File: src/logic/mfg_pkg.sv
package mfg_pkg;

  // ------------------------------------------------------------------
  // Register map
  // ------------------------------------------------------------------
  localparam logic [7:0]  MFG_ADDR_PIN_CFG    = 8'h24;
  localparam logic [7:0]  MFG_ADDR_DEV_MODE   = 8'h25;
  localparam logic [7:0]  MFG_PM_PAGE         = 8'hFF;
  localparam logic [7:0]  MFG_PM_PIN_CFG      = 8'hE8;
  localparam logic [7:0]  MFG_PM_DEV_MODE     = 8'hE9;
  localparam logic [15:0] MFG_RST_PIN_CFG     = 16'h0000;
  localparam logic [15:0] MFG_RST_DEV_MODE    = 16'h0000;

  // ------------------------------------------------------------------
  // Pin function control fields
  // ------------------------------------------------------------------
  localparam int MFG_FILT_EN_BIT   = 15;
  localparam int MFG_PIN_OE_BIT    = 13;
  localparam int MFG_OSEL_HI       = 12;
  localparam int MFG_OSEL_LO       = 9;
  localparam int MFG_CHSEL_HI      = 8;
  localparam int MFG_CHSEL_LO      = 5;
  localparam int MFG_IFUNC_HI      = 4;
  localparam int MFG_IFUNC_LO      = 1;
  localparam int MFG_PIN_IE_BIT    = 0;
  // Bit 14 is don't care; it is not stored and reads as zero.
  localparam logic [15:0] MFG_PIN_CFG_MASK = 16'hBFFF;

  // Bits of the channel-select field; channel 0 sits at the top.
  localparam int MFG_CHSEL_CH0     = 3;
  localparam int MFG_CHSEL_CH1     = 0;

  // ------------------------------------------------------------------
  // Device mode control fields
  // ------------------------------------------------------------------
  localparam int MFG_MODE_IN_DIS_BIT = 13;
  localparam int MFG_SHDN_HI         = 9;
  localparam int MFG_SHDN_LO         = 8;

  // ------------------------------------------------------------------
  // Output status select codes
  // ------------------------------------------------------------------
  localparam logic [3:0] MFG_OSEL_NONVOLATILE_BUSY = 4'h1;
  localparam logic [3:0] MFG_OSEL_CH1_BUSY = 4'h4;
  localparam logic [3:0] MFG_OSEL_CH0_BUSY = 4'h7;
  localparam logic [3:0] MFG_OSEL_CH1_WIN  = 4'h8;
  localparam logic [3:0] MFG_OSEL_CH0_WIN  = 4'hB;

  // ------------------------------------------------------------------
  // Input function codes
  // ------------------------------------------------------------------
  localparam logic [3:0] MFG_IF_FAULT_DUMP = 4'h2;
  localparam logic [3:0] MFG_IF_CUR_PWR    = 4'h3;
  localparam logic [3:0] MFG_IF_VOLT_PWR   = 4'h4;
  localparam logic [3:0] MFG_IF_SHUTDOWN   = 4'h5;
  localparam logic [3:0] MFG_IF_CLEAR      = 4'h7;
  localparam logic [3:0] MFG_IF_LOAD       = 4'h8;
  localparam logic [3:0] MFG_IF_FUNC_GEN   = 4'h9;
  localparam logic [3:0] MFG_IF_MARGIN     = 4'hA;
  localparam logic [3:0] MFG_IF_RESET      = 4'hB;
  localparam logic [3:0] MFG_IF_NVM_PROT   = 4'hC;
  localparam logic [3:0] MFG_IF_REG_LOCK   = 4'hD;

  // ------------------------------------------------------------------
  // Timing
  // ------------------------------------------------------------------
  localparam int MFG_CLK_PERIOD_NS  = 100;
  localparam int MFG_FILTER_TIME_NS = 300;
  localparam int MFG_FILTER_CYCLES  =
    (MFG_FILTER_TIME_NS + MFG_CLK_PERIOD_NS - 1) / MFG_CLK_PERIOD_NS;

endpackage

File: src/logic/mfg_pin_filter.sv
`timescale 1ns/1ps
module mfg_pin_filter
  import mfg_pkg::*;
#(
  parameter int FILT_CYCLES = MFG_FILTER_CYCLES
) (
  input  wire logic i_clk,
  input  wire logic i_arst_n,
  input  wire logic i_pin,
  input  wire logic i_filt_en,
  output logic      o_level,
  output logic      o_valid
);

  // ------------------------------------------------------------------
  // Two-stage synchroniser
  // ------------------------------------------------------------------
  logic       sync1_q;
  logic       sync2_q;
  logic [7:0] cnt_q;
  logic [1:0] warm_q;

  always_ff @(posedge i_clk or negedge i_arst_n) begin
    if (!i_arst_n) begin
      sync1_q <= 1'b1;
      sync2_q <= 1'b1;
    end else begin
      sync1_q <= i_pin;
      sync2_q <= sync1_q;
    end
  end

  // ------------------------------------------------------------------
  // Glitch filter
  // ------------------------------------------------------------------
  // A new level is taken only after it has been stable for the full
  // filter time; bypassing it trades robustness for latency.
  always_ff @(posedge i_clk or negedge i_arst_n) begin
    if (!i_arst_n) begin
      o_level <= 1'b1;
      cnt_q   <= 8'h00;
    end else if (!i_filt_en || sync2_q == o_level) begin
      o_level <= sync2_q;
      cnt_q   <= 8'h00;
    end else if (cnt_q >= 8'(FILT_CYCLES - 1)) begin
      o_level <= sync2_q;
      cnt_q   <= 8'h00;
    end else begin
      cnt_q   <= cnt_q + 8'h01;
    end
  end

  // The level is not trusted until the synchroniser has filled.
  always_ff @(posedge i_clk or negedge i_arst_n) begin
    if (!i_arst_n) begin
      warm_q <= 2'b00;
    end else if (warm_q != 2'b11) begin
      warm_q <= warm_q + 2'b01;
    end
  end

  assign o_valid = (warm_q == 2'b11);

endmodule // mfg_pin_filter

File: src/logic/mfg_gpio.sv
`timescale 1ns/1ps
module mfg_gpio
  import mfg_pkg::*;
#(
  parameter int FILT_CYCLES = MFG_FILTER_CYCLES
) (
  input  wire logic        i_clk,
  input  wire logic        i_arst_n,
  // Register port from the serial host interface.
  input  wire logic        i_reg_wr,
  input  wire logic        i_reg_rd,
  input  wire logic        i_reg_pm,
  input  wire logic [7:0]  i_reg_page,
  input  wire logic [7:0]  i_reg_addr,
  input  wire logic [15:0] i_reg_wdata,
  output logic [15:0]      o_reg_rdata,
  output logic             o_reg_ack,
  // Status sources for output mode.
  input  wire logic        i_nonvolatile_busy,
  input  wire logic        i_ch0_busy,
  input  wire logic        i_ch1_busy,
  input  wire logic        i_channel0_window_result,
  input  wire logic        i_channel1_window_result,
  // Multifunction pin.
  input  wire logic        i_pin,
  output logic             o_pin,
  output logic             o_pin_oe,
  // Function triggers, index 0 is channel 0.
  output logic             o_fault_dump,
  output logic [1:0]       o_current_output_down,
  output logic [1:0]       o_current_output_up,
  output logic [1:0]       o_voltage_output_down,
  output logic [1:0]       o_voltage_output_up,
  output logic             o_shutdown_start,
  output logic             o_clear_input,
  output logic [1:0]       o_load_update_input,
  output logic [1:0]       o_func_gen_stop,
  output logic [1:0]       o_func_gen_start,
  output logic [1:0]       o_margin_low,
  output logic [1:0]       o_margin_high,
  output logic             o_device_reset,
  output logic             o_nvm_write_allow,
  output logic             o_reg_lock,
  // Device mode fields.
  output logic             o_mode_input_disable,
  output logic [1:0]       o_shutdown_mode
);

  // ------------------------------------------------------------------
  // Helpers
  // ------------------------------------------------------------------
  // Maps the channel-select field onto a channel vector, channel 0 low.
  function automatic logic [1:0] chan_mask(input logic [3:0] sel);
    chan_mask = {sel[MFG_CHSEL_CH1], sel[MFG_CHSEL_CH0]};
  endfunction

  // Decodes a register address in either the native or the
  // management-bus address space.
  function automatic logic addr_hit(input logic       pm,
                                    input logic [7:0] page,
                                    input logic [7:0] addr,
                                    input logic [7:0] nat,
                                    input logic [7:0] pmreg);
    if (pm) begin
      addr_hit = (page == MFG_PM_PAGE) && (addr == pmreg);
    end else begin
      addr_hit = (addr == nat);
    end
  endfunction

  // ------------------------------------------------------------------
  // Register decode
  // ------------------------------------------------------------------
  logic [15:0] pin_cfg_q;
  logic [15:0] dev_mode_q;
  logic        hit_pin;
  logic        hit_mode;
  logic        lock_q;

  assign hit_pin  = addr_hit(i_reg_pm, i_reg_page, i_reg_addr,
                             MFG_ADDR_PIN_CFG, MFG_PM_PIN_CFG);
  assign hit_mode = addr_hit(i_reg_pm, i_reg_page, i_reg_addr,
                             MFG_ADDR_DEV_MODE, MFG_PM_DEV_MODE);

  always_ff @(posedge i_clk or negedge i_arst_n) begin
    if (!i_arst_n) begin
      pin_cfg_q <= MFG_RST_PIN_CFG;
    end else if (i_reg_wr && hit_pin && !lock_q) begin
      pin_cfg_q <= i_reg_wdata & MFG_PIN_CFG_MASK;
    end
  end

  // Reserved bits are kept as written so software reads back its value.
  // mode register storage
  always_ff @(posedge i_clk or negedge i_arst_n) begin
    if (!i_arst_n) begin
      dev_mode_q <= MFG_RST_DEV_MODE;
    end else if (i_reg_wr && hit_mode && !lock_q) begin
      dev_mode_q <= i_reg_wdata;
    end
  end

  // Reads answer one cycle later; unmapped addresses read as zero.
  always_ff @(posedge i_clk or negedge i_arst_n) begin
    if (!i_arst_n) begin
      o_reg_rdata <= 16'h0000;
      o_reg_ack   <= 1'b0;
    end else begin
      o_reg_ack <= i_reg_rd | i_reg_wr;
      if (i_reg_rd) begin
        if (hit_pin) begin
          o_reg_rdata <= pin_cfg_q;
        end else if (hit_mode) begin
          o_reg_rdata <= dev_mode_q;
        end else begin
          o_reg_rdata <= 16'h0000;
        end
      end
    end
  end

  assign o_shutdown_mode      = dev_mode_q[MFG_SHDN_HI:MFG_SHDN_LO];
  assign o_mode_input_disable = dev_mode_q[MFG_MODE_IN_DIS_BIT];

  // ------------------------------------------------------------------
  // Field views
  // ------------------------------------------------------------------
  logic       filt_en;
  logic       pin_oe_en;
  logic [3:0] out_sel;
  logic [1:0] chans;
  logic [3:0] in_func;
  logic       in_en;

  assign filt_en   = pin_cfg_q[MFG_FILT_EN_BIT];
  assign pin_oe_en = pin_cfg_q[MFG_PIN_OE_BIT];
  assign out_sel   = pin_cfg_q[MFG_OSEL_HI:MFG_OSEL_LO];
  assign chans     = chan_mask(pin_cfg_q[MFG_CHSEL_HI:MFG_CHSEL_LO]);
  assign in_func   = pin_cfg_q[MFG_IFUNC_HI:MFG_IFUNC_LO];
  assign in_en     = pin_cfg_q[MFG_PIN_IE_BIT];

  // ------------------------------------------------------------------
  // Output mode
  // ------------------------------------------------------------------
  logic out_bit;

  always_comb begin
    unique case (out_sel)
      MFG_OSEL_NONVOLATILE_BUSY: out_bit = i_nonvolatile_busy;
      MFG_OSEL_CH1_BUSY: out_bit = i_ch1_busy;
      MFG_OSEL_CH0_BUSY: out_bit = i_ch0_busy;
      MFG_OSEL_CH1_WIN:  out_bit = i_channel1_window_result;
      MFG_OSEL_CH0_WIN:  out_bit = i_channel0_window_result;
      default:           out_bit = 1'b0;
    endcase
  end

  // The pin value is registered so it cannot glitch while the select
  // field or the status sources change.
  always_ff @(posedge i_clk or negedge i_arst_n) begin
    if (!i_arst_n) begin
      o_pin <= 1'b0;
    end else begin
      o_pin <= out_bit;
    end
  end

  assign o_pin_oe = pin_oe_en;

  // ------------------------------------------------------------------
  // Input path
  // ------------------------------------------------------------------
  logic lvl;
  logic lvl_valid;
  logic lvl_prev_q;
  logic rise;
  logic fall;

  mfg_pin_filter #(
    .FILT_CYCLES (FILT_CYCLES)
  ) u_filter (
    .i_clk     (i_clk),
    .i_arst_n  (i_arst_n),
    .i_pin     (i_pin),
    .i_filt_en (filt_en),
    .o_level   (lvl),
    .o_valid   (lvl_valid)
  );

  // The previous level follows the pin even while input mode is off, so
  // enabling input mode never fires a stale edge.
  always_ff @(posedge i_clk or negedge i_arst_n) begin
    if (!i_arst_n) begin
      lvl_prev_q <= 1'b1;
    end else if (lvl_valid) begin
      lvl_prev_q <= lvl;
    end
  end

  assign rise = lvl_valid && lvl && !lvl_prev_q;
  assign fall = lvl_valid && !lvl && lvl_prev_q;

  // ------------------------------------------------------------------
  // Function dispatch
  // ------------------------------------------------------------------
  logic act;
  logic fn_fault;
  logic fn_cur;
  logic fn_volt;
  logic fn_shdn;
  logic fn_load;
  logic fn_gen;
  logic fn_marg;

  assign act = in_en;

  assign fn_fault = act && (in_func == MFG_IF_FAULT_DUMP);
  assign fn_cur   = act && (in_func == MFG_IF_CUR_PWR);
  assign fn_volt  = act && (in_func == MFG_IF_VOLT_PWR);
  assign fn_shdn  = act && (in_func == MFG_IF_SHUTDOWN);
  assign fn_load  = act && (in_func == MFG_IF_LOAD);
  assign fn_gen   = act && (in_func == MFG_IF_FUNC_GEN);
  assign fn_marg  = act && (in_func == MFG_IF_MARGIN);

  // Global one-cycle triggers.
  always_ff @(posedge i_clk or negedge i_arst_n) begin
    if (!i_arst_n) begin
      o_fault_dump     <= 1'b0;
      o_shutdown_start <= 1'b0;
    end else begin
      o_fault_dump     <= fn_fault && fall;
      o_shutdown_start <= fn_shdn && fall;
    end
  end

  // Per-channel one-cycle triggers.
  always_ff @(posedge i_clk or negedge i_arst_n) begin
    if (!i_arst_n) begin
      o_current_output_down <= 2'b00;
      o_current_output_up   <= 2'b00;
      o_voltage_output_down <= 2'b00;
      o_voltage_output_up   <= 2'b00;
      o_load_update_input   <= 2'b00;
      o_func_gen_stop       <= 2'b00;
      o_func_gen_start      <= 2'b00;
      o_margin_low          <= 2'b00;
      o_margin_high         <= 2'b00;
    end else begin
      o_current_output_down <= chans & {2{fn_cur && fall}};
      o_current_output_up   <= chans & {2{fn_cur && rise}};
      o_voltage_output_down <= chans & {2{fn_volt && fall}};
      o_voltage_output_up   <= chans & {2{fn_volt && rise}};
      o_load_update_input   <= chans & {2{fn_load && fall}};
      o_func_gen_stop       <= chans & {2{fn_gen && fall}};
      o_func_gen_start      <= chans & {2{fn_gen && rise}};
      o_margin_low          <= chans & {2{fn_marg && fall}};
      o_margin_high         <= chans & {2{fn_marg && rise}};
    end
  end

  always_ff @(posedge i_clk or negedge i_arst_n) begin
    if (!i_arst_n) begin
      o_clear_input <= 1'b0;
    end else begin
      o_clear_input <= act && (in_func == MFG_IF_CLEAR) && lvl_valid && !lvl;
    end
  end

  // ------------------------------------------------------------------
  // Edge-set global states
  // ------------------------------------------------------------------
  // The device reset is held from the falling edge to the rising edge;
  // if the function is changed meanwhile, the reset is released so the
  // device cannot be left stuck in reset.
  // device reset
  always_ff @(posedge i_clk or negedge i_arst_n) begin
    if (!i_arst_n) begin
      o_device_reset <= 1'b0;
    end else if (!(act && in_func == MFG_IF_RESET)) begin
      o_device_reset <= 1'b0;
    end else if (fall) begin
      o_device_reset <= 1'b1;
    end else if (rise) begin
      o_device_reset <= 1'b0;
    end
  end

  always_ff @(posedge i_clk or negedge i_arst_n) begin
    if (!i_arst_n) begin
      o_nvm_write_allow <= 1'b0;
    end else if (act && in_func == MFG_IF_NVM_PROT) begin
      if (fall) begin
        o_nvm_write_allow <= 1'b1;
      end else if (rise) begin
        o_nvm_write_allow <= 1'b0;
      end
    end
  end

  // The lock also guards this block's own registers. Once locked, only
  // a falling edge unlocks them here; the unlock field lives elsewhere
  // and is exempted by the write path that owns it.
  // register map lock
  always_ff @(posedge i_clk or negedge i_arst_n) begin
    if (!i_arst_n) begin
      lock_q <= 1'b0;
    end else if (act && in_func == MFG_IF_REG_LOCK) begin
      if (fall) begin
        lock_q <= 1'b0;
      end else if (rise) begin
        lock_q <= 1'b1;
      end
    end
  end

  assign o_reg_lock = lock_q;

endmodule // mfg_gpio

File: config.mk
export PLATFORM = sky130hd
export DESIGN_NAME = mfg_gpio
export DESIGN_NICKNAME = d
export VERILOG_FILES = /design/src/logic/mfg_pkg.sv /design/src/logic/mfg_pin_filter.sv /design/src/logic/mfg_gpio.sv
export SDC_FILE = /design/constraint.sdc
export NUM_CORES = 1
export LEC_CHECK = 0
export BUFFER_PORTS_ARGS = -buffer_cell sky130_fd_sc_hd__buf_2
export CAP_MARGIN = 10
export CORE_UTILIZATION = 53
export CTS_CLUSTER_SIZE = 10
export DETAILED_ROUTE_END_ITERATION = 6
export HOLD_SLACK_MARGIN = 0.12
export MAX_ROUTING_LAYER = met4
export PLACE_DENSITY = 0.79
export SYNTH_ARGS = -nofsm -noshare
export SYNTH_HDL_FRONTEND = slang
export SYNTH_HIERARCHICAL = 1
export SYNTH_SLANG_ARGS = --single-unit
File: constraint.sdc
create_clock -name i_clk -period 2.3 [get_ports i_clk]
set_input_delay 0.23 -clock i_clk [delete_from_list [all_inputs] [get_ports i_clk]]
set_output_delay 0.23 -clock i_clk [all_outputs]
set_load 0.005 [all_outputs]
== Word-level counts from Yosys, hierarchy flattened ==
Index checks and enable logic that the tools add are counted.
Word-level totals
  bits in registers: 87
  input bits: 43
  output and inout port bits: 46
  logic and storage cells: 121
Operators by class
  add/sub/neg operators: 2
  $lt $le $gt $ge: 1
  eq/ne operators: 25
  muxes and demuxes: 14
  bitwise logic cells: 10
  reductions and logical operators: 43
Operators with widths (number)
  1-bit logical AND: 34
  4-bit equality test, second input constant: 8
  16-bit two-way mux: 2
  8-bit equality test, second input constant: 3
  4-bit by 3-bit equality test with 1-bit output, second input constant: 5
  2-bit AND: 9
  8-bit by 6-bit equality test with 1-bit output, second input constant: 2
  8-bit two-way mux: 2
  1-bit two-way mux: 9
  8-bit by 1-bit adder with 8-bit output, second input constant: 1
  4-bit by 2-bit equality test with 1-bit output, second input constant: 2
  8-bit by 2-bit >= comparator with 1-bit output, second input constant: 1
  1-bit one-hot mux with 5 select lines: 1
  4-bit by 1-bit equality test with 1-bit output, second input constant: 1
  1-bit zero test: 4
  2-bit AND reduction: 2
  2-bit nonzero test: 2
  3-bit inequality test, second input constant: 1
  2-bit by 1-bit adder with 2-bit output, second input constant: 1
  2-bit equality test, second input constant: 1
  2-bit inequality test, second input constant: 1
  1-bit equality test: 1
  1-bit logical OR: 1
  1-bit OR: 1

== Longest topological paths before layout ==
Gate-level depths: netlist of the first run.
  word-level depth: 6
  mapped depth: 6
  depth with buffers taken out: 5

== Cells and area by module ==
Netlist of the first run, hierarchy kept.
Modules (own cells, without submodules)
  mfg_gpio: times used 1, cells an instance 248, area an instance 3105.5 µm², seq. area each 1853.0 µm²
  mfg_pin_filter: times used 1, cells an instance 30, area an instance 474.2 µm², seq. area each 329.1 µm²

== Least setup slack after synthesis of the first run ==
Ideal clock, no wire load.
  kind: input to register
  start point: in i_reg_addr[4]
  end point: reg dev_mode_q[10]
  library setup time: 0.125 ns
  data arrival time: 2.015 ns
  required time: 2.175 ns
  path slack: 0.161 ns
  stages: 5
  path buffers: 1
  path through: nand4b_1 > or4_4 > a2111oi_4 > buf_6 > mux2_2
On the way
  word-level cells in the longest chain between the ends: 5
  elaborated cells between the ends (all ways): 6
  those cells by class: eq/ne (2); mux (1); reduce/logical (3)
Ends and longest elaborated chain
  start, declared: RTL line mfg_gpio.sv:14  | input wire logic [7:0] i_reg_addr,
  8-bit equality test: RTL line mfg_gpio.sv:65  | addr_hit = (page == MFG_PM_PAGE) && (addr == pmreg);
  1-bit logical AND: RTL line mfg_gpio.sv:65
  1-bit two-way mux *: RTL line mfg_gpio.sv:64  | if (pm) begin
  1-bit logical AND * (2 in series): RTL line mfg_gpio.sv:98  | end else if (i_reg_wr && hit_mode && !lock_q) begin
  end signal, assigned: RTL line mfg_gpio.sv:99  | dev_mode_q <= i_reg_wdata;
  end, declared: RTL line mfg_gpio.sv:75  | logic [15:0] dev_mode_q;
Every way passes the cells marked *; elsewhere a longest branch is shown, timed or not.
A chain may end at the register's enable or synchronous reset.

== Worst setup path after layout of the first run ==
  start point: in i_reg_addr[4]
  end point: reg pin_cfg_q[2]
On the way
  word-level cells in the longest chain between the ends: 5
  elaborated cells between the ends (all ways): 6
  those cells by class: eq/ne (2); mux (1); reduce/logical (3)
Ends and longest elaborated chain
  8-bit equality test: RTL line mfg_gpio.sv:65
  1-bit logical AND: RTL line mfg_gpio.sv:65
  1-bit two-way mux *: RTL line mfg_gpio.sv:64
  1-bit logical AND * (2 in series): RTL line mfg_gpio.sv:88  | end else if (i_reg_wr && hit_pin && !lock_q) begin
  end signal, assigned: RTL line mfg_gpio.sv:89  | pin_cfg_q <= i_reg_wdata & MFG_PIN_CFG_MASK;
  end, declared: RTL line mfg_gpio.sv:74  | logic [15:0] pin_cfg_q;
Marks and branches as above.

==> results of run 1 <==
## state kept, by name (all words and copies together), names as in the netlist, 8 cells and up
signal and flops:
dev_mode_q 16, o_reg_rdata 16, u_filter/cnt_q 8, pin_cfg_q 15
## cell families (layout without fill, tap and decap cells)
kind of cell,count (synthesis),count (layout)
buffers and inverters,31,137
XOR/XNOR,3,3
AND/OR/NAND/NOR,76,76
adder cells (fa/ha/maj),3,3
AO/OA/AOI/OAI,29,29
multiplexers,48,48
other,1,5
flip-flops,87,87
## synth_stat cells, types with 2 or more instances
cell and count:
dfrtp_1 83, mux2_2 31, nor2_1 27, inv_1 19
mux2i_1 15, o32ai_1 15, nand2_1 12, clkbuf_1 8
nand2b_1 5, o21ai_0 5, dfstp_2 4, nand3_1 4
nor3_1 4, and3_1 3, ha_1 3, nand3b_1 3
nand4_1 3, a2111oi_4 2, a21oi_1 2, and2_1 2
buf_4 2, buf_6 2, nand4b_1 2, nor3b_1 2
xnor2_1 2
## power by group through the flow
stage	Clock, mW	Sequential (mW)	Combinational [mW]
floorplan	0	1.62	0.0763
global placement	0	1.62	0.174
detailed placement	0	1.62	0.179
CTS	0.960	1.59	0.189
global route	1.03	1.60	0.210
finish	0.942	1.59	0.189
## area by class of cell
cell class,count,area [µm²]
Clock inverter,4,31.28
Clock buffer,11,141.4
Fill cell,471,2053
Timing Repair Buffer,103,573.1
Sequential cell,87,2182
Inverter,19,71.32
Multi-Input combinational cell,164,1274
Tap cell,77,96.34
## metrics by stage
stage	cell area [µm²]	setup slack, ps
floorplan	3595	160.6
global placement	4126	157.6
detailed placement	4126	89.41
CTS	4369	449.7
global route	4369	384.3
finish	4369	437.6
## routing by layer
layer / track usage [%] / routed length, µm / vias to the layer above
li1: - / - / 1183
met1: 31.77 / 3308 / 1244
met2: 35.62 / 3543 / 93
met3: 5.506 / 462 / 13
met4: 8.934 / 144 / 0
met5: - / 0 / -
## critical path: stages
cell,delay (ps)
buf_2,100
nand4b_1,160
or4_4,570
a2111oi_4,410
buf_4,260
mux2_2,350
## final timing paths
check / end / slack, ps
setup / recovery: pin_cfg_q[2] / 440
hold / removal: dev_mode_q[11] / 140
setup reg to reg: pin_cfg_q[2] / 460
hold reg to reg: u_filter/sync2_q / 360
max in group asynchronous: lvl_prev_q / 1220
min in group asynchronous: u_filter/cnt_q[6] / 410
## repair_timing
item,in CTS,in global routing
hold buffers,7,0
gates resized for setup,0,0
endpoints found under the hold margin,48,0
setup endpoints to repair,0,0
==> flow_summary.ini, run 1 <==
[worst_setup_path]
r2r_start = o_reg_lock
crit_fanout = 10
crit_type = in2reg
cp.required_ps = 2520
end_kind = flop
critPathLaunchType = input pin
ff2ff_path_depth = 4
crit_arrival_ps = 2090
startpoint = i_reg_addr[4]

[run]
cap_violations = 0

[timing]
whs_ps = 136.1
period_share_pct = 80.97
slew_violations = 0
slew_headroom_pct = 52.75
hold_violations = 0
max_freq_ghz = 0.5369
setup_viol = 0
rsz0062_at_grt = no
tightestPinTransition_ps = 708.7
min_period_ps = 1862
tns_ps = 0
clock_skew_ps = 10.17

[power]
clock_power_share_pct = 34.6
leakage_nw = 2.198
swShare_pct = 23.95
p_per_area_nw_per_um2 = 623.8
intPower_mw = 2.073
switchingPower_uw = 652.9
p_comb_share_pct = 6.9
power_mw = 2.725
seqPwrFrac_pct = 58.5
ir_worst_vdd_v = 0.0004213

[place]
hpwl_um = 5280
place.gp.congestion = 0.8792
io_buffers = 88
dpl.cell_count = 443

[grt]
grt_overflow = 0
grt_pass1_wl_um = 12560
grt_usage_pct = 23.72
antenna_found_initial = 0
grt_pass1_vias = 2554
grt_max_degree = 46

[yosys]
synth-edff-count = 0
yosysTopAreaCell = dfrtp_1
synth_top_family_by_area = multiplexers
synthArstFlopShare_pct = 100.0
syn_area_per_cell_um2 = 12.88
yosysWarnings = 6
synth_compound_area_share_pct = 7.270
yosys.area_share.xor_xnor_pct = 0.7340
ys_types = 43
yosys.area_share.simple_pct = 11.32
syn_inst = 278
yosys.area.top_type_share_pct = 58.02
synth_adder_area_share_pct = 1.049
synthMuxAreaShare_pct = 14.68
yosysSeqAreaShare_pct = 60.96
ys.flop_type = dfrtp_1
ys_top_cells_by_area = dfrtp_1 (58%), mux2_2 (9.8%), mux2i_1 (4.2%), o32ai_1 (3.7%), dfstp_2 (2.9%)
synth-seq-cells = 87
netlist_area_um2 = 3580

[routing]
drt_wl_total_um = 7458
viasPerCell = 5.447
drc = 16
ant_nets = 0
dr.pass1.iters = 6
avgRoutedWirePerCell_um = 16.04
vias = 2533
first_iter_violations = 190

[cells_and_area]
final_nets = 430
fin_util_pct = 68.03
diodes = 0
final_common_cell = buf_2
stdcell_count = 465
drive_gt1_share_pct = 39.18
final_cell_mix = buf_2 (87), dfrtp_1 (83), mux2_2 (31)
area_delta_synth_final_pct = 22.06

[floorplan]
row_count = 29
die-area_um2 = 7087
die_width_um = 84.19
initial_core_util_pct = 55.74
io_pins = 89
coreArea_um2 = 6422
die_h_um = 84.19

[clock_tree]
cts_inserted_buffers = 9
cts_tree = yes
cts_sinks = 87
path_clk_slew_ps = 80
post-cts-setup-buffers = 0
clock_path_buffers = 2
clock_latency_ps = 340
htreeDepth = 3
root_buffer = clkbuf_8

[status]
violations = design-rule violations
status = finished with violations

[hold_path]
hold_class = in2reg
worstHoldPathCells = 2
hold_path.startpoint = i_reg_wdata[11]
Note: power is estimated with default switching activity, not from simulation.
==> run 2, diff against run 1 <==
- ABC_AREA: default -> 1
- CORE_UTILIZATION: 53 -> 48
- PLACE_DENSITY: 0.79 -> 0.75
- clock period: 2.3 -> 1.7 ns (I/O delays scaled with it)
==> run 2 against run 1 <==
Compared with the run above:
- the flow now finishes without violations
- non-clock buffer count rose by 11
- via count rose by 21%
- critical endpoint is now o_nvm_write_allow
- largest power group unchanged
- highest routed layer unchanged
- sequential power increased by 34%
- final area rose by 7.2%
- register-to-register slack lost 220 ps
==> flow_summary.ini, run 2 <==
[status]
status = complete, no violations

[cells_and_area]
final_nets = 585
diodes = 0
final_cell_mix = nand2_1 (133), buf_2 (87), dfrtp_1 (83)
drive_gt1_share_pct = 26.47
area_delta_synth_final_pct = 24.87
largestRegisters = dev_mode_q (16), o_reg_rdata (16), pin_cfg_q (15)
final_common_cell = nand2_1
stdcell_area_um2 = 4686
fillers = 611

[routing]
drt_wl_total_um = 7514
wl_met1_um = 3386
met3_length_um = 368
avgRoutedWirePerCell_um = 11.69
met2_length_um = 3647
dr.pass1.iters = 4
vias = 3053
viasPerCell = 4.748
ant_nets = 0
first_iter_violations = 160
drc = 0
highest_layer = met4

[grt]
grt_pass1_wl_um = 13280
grt_max_degree = 34
grt_overflow = 0
grt_pass1_vias = 2956
grt_usage_pct = 21.19
antenna_found_initial = 0

[worst_setup_path]
end_kind = flop
crit_arrival_ps = 1760
critPathSlowestCell = dfrtp_1
cp_num_buf_inv = 1
crit_chain = ha_1 > inv_1 > nor2_2 > nand2_2 > nand2_1 > nand2_1 > nor2_1 > nor2_1 > a21oi_1
cp.required_ps = 2010
critPathLaunchType = flop
crit_type = reg2reg
cpPeakStageDelay_ps = 370
cp_top_family = simple AND/OR/NAND/NOR gates
crit_fanout = 6

[yosys]
syn_area_per_cell_um2 = 8.892
synthMuxAreaShare_pct = 0.3001
yosys.area_share.simple_pct = 26.78
yosys.area_share.xor_xnor_pct = 0.4668
ys_top_cells_by_area = dfrtp_1 (55%), nand2_1 (13%), nor2_1 (4.5%), nand3_1 (4.3%), inv_1 (3.9%)
yosysTopAreaCell = dfrtp_1
synth_top_family_by_area = simple AND/OR/NAND/NOR gates
synth_compound_area_share_pct = 6.102
ys.flop_type = dfrtp_1
synth-seq-cells = 87
synthTopCellsByCount = nand2_1 (134), dfrtp_1 (83), nor2_1 (45), inv_1 (39), nand3_1 (32)
ys_types = 34
syn_inst = 422
netlist_area_um2 = 3752
synth-edff-count = 0
yosys.area.top_type_share_pct = 55.35
yosysSeqAreaShare_pct = 58.15
synthArstFlopShare_pct = 100.0
yosysWarnings = 6
synthMostInstantiatedCell = nand2_1
synth_adder_area_share_pct = 1.000

[timing]
slew_violations = 0
whs_ps = 141.3
tns_ps = 0
hold_violations = 0
max_freq_ghz = 0.6865
setup_viol = 0
tightestPinTransition_ps = 559.9
clock_skew_ps = 11.52
rsz0062_at_grt = no
min_period_ps = 1457
slew_headroom_pct = 62.45
period_share_pct = 85.69

[clock_tree]
path_clk_slew_ps = 100
cts_sinks = 87
clock_latency_ps = 380
cts_inserted_buffers = 9
htreeDepth = 3
cts_tree = yes
clock_path_buffers = 2
root_buffer = clkbuf_8
post-cts-setup-buffers = 0

[floorplan]
die_h_um = 90.42
initial_core_util_pct = 50.65
coreArea_um2 = 7408
die_width_um = 90.42
die-area_um2 = 8175
io_pins = 89
row_count = 31

[power]
intPower_mw = 2.791
swShare_pct = 26.48
power_mw = 3.795
p_per_area_nw_per_um2 = 810.0
leakage_nw = 2.530
seqPwrFrac_pct = 56.1
switchingPower_mw = 1.005
ir_worst_vdd_v = 0.0004903
clock_power_share_pct = 37.0
p_comb_share_pct = 6.9

[run]
cap_violations = 0

[hold_path]
hold_class = in2reg

[place]
hpwl_um = 5383
io_buffers = 88
placed_area_um2 = 4298
place.gp.congestion = 0.8513
run 2: cell count changes in the layout (fill, tap and decap cells not counted), sizes merged, moves of 12 or more:
| cell | change |
|---|---|
| dlygate4sd3 | +12 |
| o32ai | -15 |
| nand3 | +32 |
| o21ai | +26 |
| nand2 | +128 |
| inv | +26 |
| mux2i | -15 |
| nor2 | +24 |
| mux2 | -32 |
run 2: layout make-up:
type	instances	area, µm²	area share, %
well taps	99	123.9	2.644
clock buffers	9	123.9	2.644
flip-flops and latches	87	2182	46.57
inverters	44	165.2	3.525
clock inverters	7	68.82	1.469
repair buffers	114	698.2	14.90
multi-input cells	283	1324	28.25
run 2: logic make-up after synthesis:
group                    count (synthesis)
AND/OR/NAND/NOR                        235
flip-flops                              87
buffers and inverters                   56
AO/OA/AOI/OAI                           37
adder cells (fa/ha/maj)                  3
XOR/XNOR                                 2
other                                    1
multiplexers                             1
run 2: layer usage:
metal  track usage [%]  vias up
met5                 -        -
met2             34.41       84
met4             7.661        0
li1                  -     1543
met1             26.16     1412
met3             4.714       14
run 2: through the flow:
| step | setup WS, ps | utilization, % | std cells |
|---|---|---|---|
| final | 243.3 | 63.25 | 643 |
| after global routing | 50.81 | 63.25 | 643 |
| after CTS | 128.2 | 63.18 | 643 |
| after detailed placement | 139.1 | 58.01 | 608 |
| after global placement | 214.5 | 58.01 | 608 |
| after floorplan | 349.9 | - | 426 |
run 2: timing repair:
item,4_1_cts,5_1_grt
endpoints found under the hold margin,88,0
hold buffers,19,0
gates resized for setup,0,2
endpoints found under the setup margin,0,1
run 2: path summary, 6_finish.rpt:
kind	from	to	slack, ps	cells after the start
worst max-delay path	u_filter/warm_q[0]	o_nvm_write_allow	240	9
worst min-delay path	i_ch1_busy	o_pin	140	5
worst max register to register	u_filter/warm_q[0]	o_nvm_write_allow	240	9
worst min register to register	u_filter/sync1_q	u_filter/sync2_q	360	0
max in group asynchronous	i_arst_n	o_shutdown_start	840	3
min in group asynchronous	i_arst_n	pin_cfg_q[4]	290	2
run 2: tightest hold or removal path: cells and delay by family:
kind	cells	cell delay, ps
AOI/OAI and AO/OA	1	70
buffers and inverters	1	70
and+or+nand+nor	3	160
run 2: power groups by stage:
| stage | registers [mW] | logic [mW] | clock network, mW |
|---|---|---|---|
| 6_report | 2.13 | 0.260 | 1.41 |
| 5_1_grt | 2.13 | 0.298 | 1.53 |
| 4_1_cts | 2.13 | 0.263 | 1.43 |
| 3_5_place_dp | 2.17 | 0.229 | 0 |
| 3_3_place_gp | 2.17 | 0.222 | 0 |
| 2_1_floorplan | 2.16 | 0.0971 | 0 |
==> run 3, diff against run 2 <==
- ABC_AREA: 1 -> 0
- PLACE_DENSITY: 0.75 -> 0.76
==> run 3 against run 2 <==
Compared with the run above:
- clock-buffer cell count rose by 1
- core utilization rose by 1.5 points
- combinational power grew 11%
- via count down 16%
- clock power up 4%
- clock skew is essentially flat
- critical endpoint is now dev_mode_q[9]
- highest routed layer unchanged
==> flow_summary.ini, run 3 (same netlist as run 1, synthesis figures left out) <==
[worst_setup_path]
end_kind = flop
crit_fanout = 8
r2r_slack_ps = 90
crit_arrival_ps = 1910
cp.required_ps = 1930
crit_type = in2reg
critPathLaunchType = input pin

[timing]
clock_skew_ps = 11.88
min_period_ps = 1682
hold_violations = 0
tightestPinTransition_ps = 638.9
rsz0062_at_grt = yes
max_freq_ghz = 0.5946
slew_headroom_pct = 57.41
period_share_pct = 98.93
setup_viol = 0
slew_violations = 0

[cells_and_area]
area_delta_synth_final_pct = 30.55
drive_gt1_share_pct = 39.16
largestRegisters = dev_mode_q (16), o_reg_rdata (16), pin_cfg_q (15)
final_common_cell = buf_2
final_nets = 447
stdcell_area_um2 = 4673
diodes = 0
final_cell_mix = buf_2 (87), dfrtp_1 (83), nor2_1 (27)
fin_util_pct = 64.78

[floorplan]
die_h_um = 88.36
coreArea_um2 = 7214
die-area_um2 = 7807
initial_core_util_pct = 49.62
row_count = 31
die_width_um = 88.36
io_pins = 89

[routing]
ant_nets = 0
drc = 0
viasPerCell = 5.061
dr.pass1.iters = 4
vias = 2556
drt_wl_total_um = 7521
avgRoutedWirePerCell_um = 14.89
first_iter_violations = 121

[status]
status = complete, no violations

[clock_tree]
clock_path_buffers = 2
root_buffer = clkbuf_8
clock_latency_ps = 350
path_clk_slew_ps = 90
cts_sinks = 87
cts_tree = yes
cts_inserted_buffers = 9
htreeDepth = 3

[place]
placed_area_um2 = 4270
place.gp.congestion = 0.7555
io_buffers = 88
hpwl_um = 5266

[grt]
grt_pass1_wl_um = 11670
grt_usage_pct = 20.98
antenna_found_initial = 0
grt_pass1_vias = 2380
grt_max_degree = 40
grt_overflow = 0

[power]
ir_worst_vdd_v = 0.0003684
p_per_area_nw_per_um2 = 835.0
leakage_nw = 2.320

[run]
cap_violations = 0

[hold_path]
hold_class = in2reg
## run 3: cell types whose count changed in the layout (fill, tap and decap cells not counted), moves of 15 or more
cell,previous run,this run
nand3_1,32,4
mux2i_1,0,15
o21ai_1,23,0
nor2_1,44,27
mux2_2,1,20
inv_1,39,19
o32ai_1,0,15
nand2_1,133,12
## run 3: area by class of cell
type,instances,area [µm²]
Inverter,19,71.32
Multi-Input combinational cell,164,1315
Tap cell,99,123.9
Clock inverter,6,67.56
Timing Repair Buffer,120,775.7
Sequential cell,87,2182
Clock buffer,10,137.6
Fill cell,578,2541
## run 3: metal layers
layer	global-route usage, %	share of wire, %	up-vias
met5	-	0	-
met4	7.625	0.96	0
met3	4.571	4.1	4
met2	31.05	48	79
met1	28.63	47	1258
li1	-	-	1215
## run 3: critical path, stage by stage
cell,delay [ps]
buf_2,100
nand3b_1,140
or4_4,560
a2111oi_4,390
buf_6,210
mux2_2,340
## run 3: stage by stage
step           setup slack (ps)  cells  hold WS [ps]  power, mW  setup TNS, ps
4_1_cts                   16.46    505         213.2      3.936              0
6_report                  18.19    505         237.1      3.902              0
2_1_floorplan            -308.5    282        -125.6      2.296          -7695
3_3_place_gp             -316.7    470         171.4      2.447          -9369
5_1_grt                  -10.58    505         237.9      4.063         -27.51
3_5_place_dp             -338.6    470         169.5      2.454         -10320
## run 3: worst paths after layout
| check | startpoint | depth (start not counted) | endpoint |
|---|---|---|---|
| hold / removal | i_ch1_busy | 4 | o_pin |
| setup / recovery | i_reg_addr[2] | 6 | dev_mode_q[9] |
| min in group asynchronous | i_arst_n | 2 | o_pin |
| hold reg to reg | u_filter/sync1_q | 0 | u_filter/sync2_q |
| setup reg to reg | o_reg_lock | 4 | dev_mode_q[9] |
| max in group asynchronous | i_arst_n | 3 | u_filter/o_level |
## run 3: timing repair
item                                    CTS  global route
pin swaps                                 2             1
endpoints found under the setup margin   25            17
hold buffers                             19             0
gates resized for setup                   2             0
hold endpoints to repair                 69             0
buffers inserted                          0             0
## run 3: power by group
part	switching (mW)	internal (mW)
Sequential	0.0394	2.12
Combinational	0.141	0.147
Clock	0.729	0.727
